**config.mk**
```make
export PLATFORM = sky130hd
export DESIGN_NAME = servo_panel_monitor_alarm_log
export DESIGN_NICKNAME = d
export VERILOG_FILES = /design/src/rtl/servo_panel_monitor_alarm_log.v
export VERILOG_INCLUDE_DIRS = /design/src /design/src/rtl
export SDC_FILE = /design/constraint.sdc
export NUM_CORES = 1
export LEC_CHECK = 0
export BUFFER_PORTS_ARGS = -buffer_cell sky130_fd_sc_hd__buf_2
export CAP_MARGIN = 20
export CORE_MARGIN = 2
export CORE_UTILIZATION = 33
export CTS_BUF_LIST = sky130_fd_sc_hd__clkbuf_8
export DETAILED_ROUTE_END_ITERATION = 8
export HOLD_SLACK_MARGIN = 0.15
export PLACE_DENSITY_LB_ADDON = 0.2
export SKIP_CTS_REPAIR_TIMING = 1
export SLEW_MARGIN = 20
export SYNTH_ARGS = -nofsm -noshare
export SYNTH_HDL_FRONTEND = slang
export SYNTH_SLANG_ARGS = --single-unit
export TNS_END_PERCENT = 10
```
**constraint.sdc**
```tcl
create_clock -name sys_clk -period 13.4 [get_ports sys_clk]
set_input_delay 0.67 -clock sys_clk [delete_from_list [all_inputs] [get_ports sys_clk]]
set_output_delay 0.67 -clock sys_clk [all_outputs]
set_load 0.01 [all_outputs]
```
**src/rtl/panel_defs.vh**
```
`ifndef PANEL_DEFS_VH
`define PANEL_DEFS_VH
// Panel modes
`define MODE_SETTING 3'h0
`define MODE_MONITOR 3'h1
`define MODE_TRACE 3'h2
`define MODE_STATUS 3'h3
`define MODE_SWVER 3'h4
// Setting sub-states
`define SET_NUMBER 1'b0
`define SET_VALUE 1'b1
// Operation-mode selection values
`define OPSEL_SWVER 8'h06
// Monitor numbers
`define MON_SPEED 3'h0
`define MON_TORQUE 3'h2
`define MON_UPULSE 3'h3
`define MON_ANGLE 3'h4
`define MON_STATUS 3'h5
`define MON_POSERR 3'h6
`define MON_LAST 3'h6
// Alarm codes (8-bit display codes)
`define ALM_ABS_DATA 8'h00
`define ALM_PRM_BREAK 8'h02
`define ALM_PRM_SET 8'h04
`define ALM_OVERCUR 8'h10
`define ALM_OVERFLOW 8'h31
`define ALM_OVERVOLT 8'h40
`define ALM_OVERSPEED 8'h51
`define ALM_OVL_PEAK 8'h71
`define ALM_OVL_CONT 8'h72
`define ALM_ABS_ENC 8'h80
`define ALM_ABS_BACKUP 8'h81
`define ALM_ABS_CSUM 8'h82
`define ALM_ABS_BATT 8'h83
`define ALM_ABS_ADATA 8'h84
`define ALM_ABS_OSPD 8'h85
`define ALM_OVERRUN 8'hC1
`define ALM_PHASE 8'hC2
`define ALM_AB_LOSS 8'hC3
`define ALM_C_LOSS 8'hC4
`define ALM_PWR_LOSS 8'hF3
`define ALM_MARKER 8'h99
`define ALM_NONE 8'hFF
// Overspeed threshold in percent
`define OVERSPEED_PCT 8'd110
`define PCT_FULL 8'd100
`endif

```
**src/rtl/servo_panel_monitor_alarm_log.v**
```verilog
// Functional notes
// - Selection constant 06 plus set key enters software version mode.
// - Enter returns to constant number; set then goes setting to monitor.
// - Up/down step monitor number; enter toggles display and selection.
// - Monitor numbers select speed, torque, pulses, angle, status, position error.
// - Set key in monitor mode goes to alarm traceback.
// - Set key in traceback mode goes to status display.
// - Segments 1,2,4,5: alarm, brake, current limit, positioning done.
// - Segments 6..9: mode switch, forward limit, reverse limit, motor on.
// - Segments 10..15 show encoder phases inverted; U,V,W incremental only.
// - Segments 16..19: servo on, P control, forward and reverse prohibit.
// - History holds at most ten past alarm entries.
// - Power-on or alarm reset logs a marker entry into history.
// - Up/down scroll sequence number; higher number is older entry.
// - Operator transmission errors shown but never logged.
// - Overspeed alarm when speed exceeds 110 percent of maximum.
// - Power loss alarm when power returns within holding time.
// - Alarms 81..85 raised only with 12-bit absolute encoder; 00 and 80 with any absolute encoder.
// - Distinct alarms for phase error, A/B loss and C loss.
// - Distinct alarms for overrun, parameters, overcurrent, overflow, voltage, overload.
`timescale 1ns/1ps
`include "panel_defs.vh"
module servo_panel_monitor_alarm_log #(
   parameter DW = 16,
   parameter DEPTH = 10
) (
   // Clock and reset
   input wire sys_clk,
   input wire rst,
   // Keys from the operator unit, one-cycle pulses on sys_clk
   input wire set_key,
   input wire enter_key,
   input wire up_key,
   input wire down_key,
   input wire [7:0] operation_mode_select_constant,
   // Monitored quantities
   input wire [DW-1:0] feedback_speed,
   input wire [DW-1:0] torque_ref_pct,
   input wire [DW-1:0] u_edge_pulses,
   input wire [DW-1:0] elec_angle,
   input wire [DW-1:0] position_error,
   input wire [DW-1:0] max_speed,
   // Status sources (same clock)
   input wire servo_alarm_flag,
   input wire dynamic_brake_active,
   input wire current_limiting_flag,
   input wire positioning_done_flag,
   input wire mode_switch_active,
   input wire fwd_current_limit_input,
   input wire rev_current_limit_input,
   input wire motor_energised,
   input wire servo_on_flag,
   input wire proportional_ctrl_input,
   input wire fwd_rotation_prohibit,
   input wire rev_rotation_prohibit,
   // Encoder phase pins, asynchronous
   input wire enc_phase_a_in,
   input wire enc_phase_b_in,
   input wire enc_phase_c_in,
   input wire enc_phase_u_in,
   input wire enc_phase_v_in,
   input wire enc_phase_w_in,
   input wire incremental_encoder,
   input wire abs12_encoder,
   // Alarm detector conditions, one-cycle pulses
   input wire absolute_encoder,
   input wire det_abs_data,
   input wire det_prm_break,
   input wire det_prm_set,
   input wire det_overcurrent,
   input wire det_overflow,
   input wire det_overvolt,
   input wire det_ovl_peak,
   input wire det_ovl_cont,
   input wire det_abs_enc,
   input wire det_abs_backup,
   input wire det_abs_csum,
   input wire det_abs_batt,
   input wire det_abs_adata,
   input wire det_abs_ospd,
   input wire det_overrun,
   input wire det_phase,
   input wire det_ab_loss,
   input wire det_c_loss,
   input wire power_restored_in_hold,
   input wire alarm_reset,
   input wire op_tx_err1,
   input wire op_tx_err2,
   // Panel outputs
   output reg [2:0] panel_mode_ff,
   output reg [2:0] monitor_num_ff,
   output reg monitor_showing_ff,
   output reg [DW-1:0] monitor_value_ff,
   output reg [19:0] status_bits_ff,
   output reg [3:0] trace_seq_ff,
   output reg [7:0] trace_code_ff,
   output reg [7:0] alarm_code_ff,
   output reg alarm_active_ff,
   output reg [1:0] op_err_disp_ff
);

   // ****************************************
   // Pin synchronisers
   // ****************************************
   reg [5:0] enc_meta_ff;
   reg [5:0] enc_sync_ff;
   // Two stages; only the second is read
   always @(posedge sys_clk) begin
      enc_meta_ff <= {enc_phase_w_in, enc_phase_v_in, enc_phase_u_in, enc_phase_c_in, enc_phase_b_in, enc_phase_a_in};
      enc_sync_ff <= enc_meta_ff;
   end

   // ****************************************
   // Panel mode machine
   // ****************************************
   reg set_sub_ff;
   // Set key cycles setting, monitor, traceback, status; status has no exit of
   // its own, so set returns to setting there
   always @(posedge sys_clk) begin
      if (rst) begin
         panel_mode_ff <= `MODE_MONITOR;
         set_sub_ff <= `SET_NUMBER;
         monitor_num_ff <= `MON_SPEED;
         monitor_showing_ff <= 1'b0;
         trace_seq_ff <= 4'h0;
      end else begin
         case (panel_mode_ff)
            `MODE_SETTING: begin
               if (enter_key)
                  set_sub_ff <= ~set_sub_ff;
               else if (set_key && set_sub_ff == `SET_VALUE &&
                        operation_mode_select_constant == `OPSEL_SWVER)
                  panel_mode_ff <= `MODE_SWVER;
               else if (set_key && set_sub_ff == `SET_NUMBER)
                  panel_mode_ff <= `MODE_MONITOR;
            end
            `MODE_SWVER: begin
               if (enter_key) begin
                  panel_mode_ff <= `MODE_SETTING;
                  set_sub_ff <= `SET_NUMBER;
               end
            end
            `MODE_MONITOR: begin
               if (set_key) begin
                  panel_mode_ff <= `MODE_TRACE;
                  monitor_showing_ff <= 1'b0;
                  trace_seq_ff <= 4'h0;
               end else if (enter_key)
                  monitor_showing_ff <= ~monitor_showing_ff;
               else if (!monitor_showing_ff && up_key)
                  monitor_num_ff <= next_mon(monitor_num_ff, 1'b1);
               else if (!monitor_showing_ff && down_key)
                  monitor_num_ff <= next_mon(monitor_num_ff, 1'b0);
            end
            `MODE_TRACE: begin
               if (set_key)
                  panel_mode_ff <= `MODE_STATUS;
               else if (up_key && trace_seq_ff != DEPTH - 1)
                  trace_seq_ff <= trace_seq_ff + 4'h1;
               else if (down_key && trace_seq_ff != 4'h0)
                  trace_seq_ff <= trace_seq_ff - 4'h1;
            end
            `MODE_STATUS: begin
               if (set_key) begin
                  panel_mode_ff <= `MODE_SETTING;
                  set_sub_ff <= `SET_NUMBER;
               end
            end
            default: panel_mode_ff <= `MODE_MONITOR;
         endcase
      end
   end

   // Step over the unused monitor number 01, wrapping at the ends
   function [2:0] next_mon;
      input [2:0] cur;
      input up;
      begin
         if (up)
            next_mon = (cur == `MON_LAST) ? `MON_SPEED : (cur == `MON_SPEED) ? `MON_TORQUE : cur + 3'h1;
         else
            next_mon = (cur == `MON_SPEED) ? `MON_LAST : (cur == `MON_TORQUE) ? `MON_SPEED : cur - 3'h1;
      end
   endfunction

   // ****************************************
   // Status bit display and monitor value
   // ****************************************
   reg [19:0] nxt_status_bits;
   // Index n holds display position n+1
   always @* begin
      nxt_status_bits = 20'h00000;
      nxt_status_bits[0] = servo_alarm_flag;
      nxt_status_bits[1] = dynamic_brake_active;
      nxt_status_bits[2] = 1'b0;
      nxt_status_bits[3] = current_limiting_flag;
      nxt_status_bits[4] = positioning_done_flag;
      nxt_status_bits[5] = mode_switch_active;
      nxt_status_bits[6] = fwd_current_limit_input;
      nxt_status_bits[7] = rev_current_limit_input;
      nxt_status_bits[8] = motor_energised;
      nxt_status_bits[11:9] = ~enc_sync_ff[2:0];
      nxt_status_bits[14:12] = incremental_encoder ? ~enc_sync_ff[5:3] : 3'h0;
      nxt_status_bits[15] = servo_on_flag;
      nxt_status_bits[16] = proportional_ctrl_input;
      nxt_status_bits[17] = fwd_rotation_prohibit;
      nxt_status_bits[18] = rev_rotation_prohibit;
      nxt_status_bits[19] = 1'b0;
   end

   reg [DW-1:0] nxt_monitor_value;
   // Blank while selecting a number, so a stale value never shows
   always @* begin
      nxt_monitor_value = {DW{1'b0}};
      if (monitor_showing_ff) begin
         case (monitor_num_ff)
            `MON_SPEED: nxt_monitor_value = feedback_speed;
            `MON_TORQUE: nxt_monitor_value = torque_ref_pct;
            `MON_UPULSE: nxt_monitor_value = u_edge_pulses;
            `MON_ANGLE: nxt_monitor_value = elec_angle;
            `MON_STATUS: nxt_monitor_value = {{(DW-1){1'b0}}, 1'b0} | nxt_status_bits[DW-1:0];
            `MON_POSERR: nxt_monitor_value = position_error;
            default: nxt_monitor_value = {DW{1'b0}};
         endcase
      end
   end

   always @(posedge sys_clk) begin
      if (rst) begin
         status_bits_ff <= 20'h00000;
         monitor_value_ff <= {DW{1'b0}};
      end else begin
         status_bits_ff <= nxt_status_bits;
         monitor_value_ff <= nxt_monitor_value;
      end
   end

   // ****************************************
   // Alarm detection and priority
   // ****************************************
   wire [DW+7:0] speed_x100 = feedback_speed * `PCT_FULL;
   wire [DW+7:0] limit_x110 = max_speed * `OVERSPEED_PCT;
   wire overspeed = speed_x100 > limit_x110;
   reg [7:0] nxt_alarm;
   // Lowest listed code wins when several detectors fire together
   always @* begin
      nxt_alarm = `ALM_NONE;
      if (det_abs_data && absolute_encoder) nxt_alarm = `ALM_ABS_DATA;
      else if (det_prm_break) nxt_alarm = `ALM_PRM_BREAK;
      else if (det_prm_set) nxt_alarm = `ALM_PRM_SET;
      else if (det_overcurrent) nxt_alarm = `ALM_OVERCUR;
      else if (det_overflow) nxt_alarm = `ALM_OVERFLOW;
      else if (det_overvolt) nxt_alarm = `ALM_OVERVOLT;
      else if (overspeed) nxt_alarm = `ALM_OVERSPEED;
      else if (det_ovl_peak) nxt_alarm = `ALM_OVL_PEAK;
      else if (det_ovl_cont) nxt_alarm = `ALM_OVL_CONT;
      else if (det_abs_enc && absolute_encoder) nxt_alarm = `ALM_ABS_ENC;
      else if (det_abs_backup && abs12_encoder) nxt_alarm = `ALM_ABS_BACKUP;
      else if (det_abs_csum && abs12_encoder) nxt_alarm = `ALM_ABS_CSUM;
      else if (det_abs_batt && abs12_encoder) nxt_alarm = `ALM_ABS_BATT;
      else if (det_abs_adata && abs12_encoder) nxt_alarm = `ALM_ABS_ADATA;
      else if (det_abs_ospd && abs12_encoder) nxt_alarm = `ALM_ABS_OSPD;
      else if (det_overrun) nxt_alarm = `ALM_OVERRUN;
      else if (det_phase && incremental_encoder) nxt_alarm = `ALM_PHASE;
      else if (det_ab_loss) nxt_alarm = `ALM_AB_LOSS;
      else if (det_c_loss) nxt_alarm = `ALM_C_LOSS;
      else if (power_restored_in_hold) nxt_alarm = `ALM_PWR_LOSS;
   end

   // ****************************************
   // Alarm history
   // ****************************************
   reg [7:0] hist_ff [0:DEPTH-1];
   reg boot_ff;
   // A new alarm is logged only when none is latched; reset logs the marker
   wire new_alarm = (nxt_alarm != `ALM_NONE) && !alarm_active_ff;
   wire log_marker = boot_ff || alarm_reset;
   wire log_en = log_marker || new_alarm;
   wire [7:0] log_code = log_marker ? `ALM_MARKER : nxt_alarm;

   // Slot 0 is newest; a shift drops slot DEPTH-1, the oldest
   always @(posedge sys_clk) begin
      if (rst)
         hist_ff[0] <= `ALM_NONE;
      else if (log_en)
         hist_ff[0] <= log_code;
   end
   genvar gi;
   generate
      for (gi = 1; gi < DEPTH; gi = gi + 1) begin : g_hist
         always @(posedge sys_clk) begin
            if (rst)
               hist_ff[gi] <= `ALM_NONE;
            else if (log_en)
               hist_ff[gi] <= hist_ff[gi-1];
         end
      end
   endgenerate

   // Latched alarm, marker logging after reset, operator errors
   always @(posedge sys_clk) begin
      if (rst) begin
         boot_ff <= 1'b1;
         alarm_active_ff <= 1'b0;
         alarm_code_ff <= `ALM_NONE;
         op_err_disp_ff <= 2'h0;
         trace_code_ff <= `ALM_NONE;
      end else begin
         boot_ff <= 1'b0;
         if (alarm_reset) begin
            alarm_active_ff <= 1'b0;
            alarm_code_ff <= `ALM_NONE;
         end else if (new_alarm) begin
            alarm_active_ff <= 1'b1;
            alarm_code_ff <= nxt_alarm;
         end
         // Shown only, never fed into the history
         op_err_disp_ff <= {op_tx_err2, op_tx_err1};
         trace_code_ff <= hist_ff[trace_seq_ff];
      end
   end

endmodule

```
==> implementation parameters <==
Parameter                              Value

Clock tree
  Clock sinks    ~160
  Clk buf depth    2
  Clock tree from TritonCTS    built
  Number of levels the H-tree was split into    4
  Buffer type at the clock tree root    sky130_fd_sc_hd__clkbuf_8
  Number of buffers inserted during clock tree synthesis    17
  Skew-Pair Late Insertion Delay    0.47 ns
  Clock transition time at the flip-flop clock pins of the worst setup and hold paths    0.09 ns

Global routing
  Met3 track demand over resource    0.0264
  Met2 GRT Util    0.279
  Most crowded layer after global routing    met2
  Total routing usage reported by global routing    0.165
  Vias in the first global route    approximately 9.0k
  Global-route wire length before repair    46700 µm
  Aggregate global routing overflow    0
  Met1 Track Usage GR    0.217
  Initial antenna violation count    4
  Largest net degree at the start of global routing    81

Placed design
  Post-detail-place hpwl    22800 µm
  Final GP Congestion    between 0.8 and 0.9
  Number of buffers inserted by port buffering    216

Power
  Share of total power in sequential cells    0.313
  Sum of internal, switching and leakage power    1.69 mW
  Combinational power share    0.486
  Net Sw Frac    0.397
  Power density relative to cell area    127 mW/mm²
  Clk pwr share    0.201
  Total leakage power    between 5 and 6 nW
  Net switching power of the design    0.672 mW
  Worst supply voltage drop on vdd    0.0000627 V
  Internal Dissipation    1.02 mW

Drt
  Number of search-and-repair iterations in the first detailed-routing pass    5
  Post-detailed-route count of antenna-violating nets    0
  Wire length reported by the detailed router    29400 µm
  Routed vias    8841
  Ratio of routed vias to standard cells    between 4 and 5
  Iteration-0 DRC count of the detailed router    472
  DRC viols    0
  Routed wire per std cell    roughly 16 µm

Timing
  Slew of the pin with the lowest slew margin    1.05 ns
  Min Clock Period, post-route    between 6 and 7 ns
  Final setup fails    0
  Max-Slew Margin vs Limit    0.303
  Summed negative setup slack over all endpoints    0 ns
  Upper clock frequency limit    approximately 140 MHz
  Worst Skew    0.0149 ns
  Setup repair after global routing missed its margin    no
  Final Hold Vio Count    0
  Ratio of final minimum period to clock period    0.515
  Final slew viol count    0

Worst hold path
  Start point of the worst hold path    enc_phase_w_in
  Worst Hold Class    in -> reg
  End point of the worst hold path    enc_meta_ff[5]
  Worst hold path cell count    1

Floorplanning
  Initial core utilization    0.333
  Core Rows    slightly below 70
  Core Area    0.0343 mm²
  Die boundary width    190 µm
  Boundary pin count    219
  Die span in y    190 µm
  Die area    0.0361 mm²

Synth
  Synth top area share    0.210
  EDFF count, synth    80
  Most used standard cells in the synthesized netlist    sky130_fd_sc_hd__inv_1 (145), sky130_fd_sc_hd__ha_1 (126), sky130_fd_sc_hd__nand2b_1 (84)
  Mapped cell area    0.0114 mm²
  Async S/R FF share, synth    0
  Top cells by area in the synthesized netlist    sky130_fd_sc_hd__edfxtp_1 (21%), sky130_fd_sc_hd__ha_1 (14%), sky130_fd_sc_hd__dfxtp_1 (14%)
  Cell count after synthesis    ~1.1k
  Dominant register cell in the synthesized netlist    sky130_fd_sc_hd__edfxtp_1
  Post-synthesis register bit count    around 160
  Distinct cell type count of the synthesized netlist    69
  Total of warnings raised by yosys    0
  Dominant cell by count in the synthesized netlist    sky130_fd_sc_hd__inv_1
  Sequential area share after synthesis    0.347
  Yosys top cell by area    sky130_fd_sc_hd__edfxtp_1
  Average cell area after synthesis    10.0 µm²

Worst setup path
  Slowest cell delay on critical path    0.77 ns
  Reg-to-reg setup timing slack    10.66 ns
  WS Path Type    in -> reg
  RR Startpoint    trace_seq_ff[3]
  Worst path cell trace    buf_2 > fa_1 > fa_1 > inv_1 > fa_1 > inv_1 > ha_1 > a21o_1 > a31o_2 > a221o_1 > a311oi_1 > a21oi_1 > xnor2_1 > ha_1 > nand4_1 > nor4_1 > a22oi_1 > and3_1 > a211o_1 > nand3b_1 > buf_4
  Number of buffers and inverters on the critical path    4
  Req. time, crit path    between 10 and 15 ns
  Largest fanout on the critical path    80
  Crit-path slowest cell    sky130_fd_sc_hd__buf_4
  Launching element type of the critical path    input pin
  Cell count of the worst reg-to-reg path    8
  Gate family responsible for the most delay along the worst path    adder cells
  Worst setup EP type    register
  Cell seen most often among critical-path stages    sky130_fd_sc_hd__fa_1
  Critical Path Source    max_speed[6]
  Arrival time of the worst setup path    6.98 ns
  R2R Path End    trace_seq_ff[3]

Layout
  Area Growth Syn to Fin    16.8%
  Fraction of final layout cells with drive strength greater than 1    0.233
  Number of fill cells in the layout    about 3.5k
  Net count of the finished layout    1673

Flow run
  Max capacitance violation total    0

Run status
  Status    completed
-- through the flow --
stage / utilization / std cells / setup slack (ns) / cell area, µm² / hold slack, ns
after floorplan: - / 1143 / 5.16 / 11400 / 0.310
after detailed placement: 0.378 / 1779 / 6.02 / 13000 / 0.312
after global placement: 0.378 / 1779 / 6.10 / 13000 / 0.313
after global routing: 0.389 / 1813 / 6.15 / 13300 / 0.261
after CTS: 0.389 / 1811 / 6.52 / 13300 / 0.267
final: 0.389 / 1813 / 6.50 / 13300 / 0.300
-- layer usage --
metal  wire, µm  vias to the layer above
li1           -                     4401
met1      13600                     4179
met2      13800                      221
met3       1460                       36
met4        509                        4
met5         25                        -
-- power by group through the flow --
stage | Clock, mW | Sequential (mW) | Combinational [mW]
after floorplan | 0 | 0.542 | 0.617
after global placement | 0 | 0.541 | 0.815
after detailed placement | 0 | 0.541 | 0.825
after CTS | 0.354 | 0.530 | 0.831
after global routing | 0.370 | 0.532 | 0.950
final | 0.340 | 0.530 | 0.823
-- final cells by class --
| cell class | count | area, µm² | share of cell area |
|---|---|---|---|
| clock buffers | 18 | 248 | 0.0186 |
| inverters | 145 | 544 | 0.0408 |
| well taps | 455 | 569 | 0.0427 |
| flip-flops and latches | 158 | 3970 | 0.297 |
| diodes | 2 | 5.00 | 0.000375 |
| repair buffers | 225 | 1150 | 0.0861 |
| clock inverters | 14 | 128 | 0.00956 |
| multi-input cells | 796 | 6740 | 0.505 |
-- cells in the final DEF (no fill, tap or decap), drive strengths merged, types with 51 or more instances in the layout --
master,instances
buf,225
nand2,57
nor2,52
inv,151
dfxtp,78
ha,126
edfxtp,80
a21oi,72
fa,51
nand2b,84
-- state kept, by name, indices dropped and copies added, names as in the netlist, 4 cells and up --
name              count
hist_ff              80
status_bits_ff       18
monitor_value_ff     16
alarm_code_ff         8
trace_code_ff         8
enc_meta_ff           6
enc_sync_ff           6
trace_seq_ff          4
-- worst max-delay path by stage --
stage	to	slack, ns	cells after the start
5_1_grt	hist_ff[0][6]	6.15	23
2_1_floorplan	hist_ff[0][0]	5.16	20
3_3_place_gp	hist_ff[8][2]	6.10	21
4_1_cts	hist_ff[9][0]	6.52	21
3_5_place_dp	hist_ff[9][2]	6.02	21
6_report	hist_ff[6][6]	6.50	21
-- logic make-up (layout without fill, tap and decap cells) --
logic type | Yosys count | count (layout) | share of synthesized area
AO/OA/AOI/OAI | 224 | 224 | 0.131
other | 1 | 4 | 0.000328
XOR/XNOR | 34 | 34 | 0.0261
flip-flops | 158 | 158 | 0.347
buffers and inverters | 189 | 402 | 0.0641
AND/OR/NAND/NOR | 316 | 316 | 0.147
adder cells (fa/ha/maj) | 177 | 177 | 0.227
multiplexers | 43 | 43 | 0.0568
Note: power is estimated with default switching activity, not from simulation.
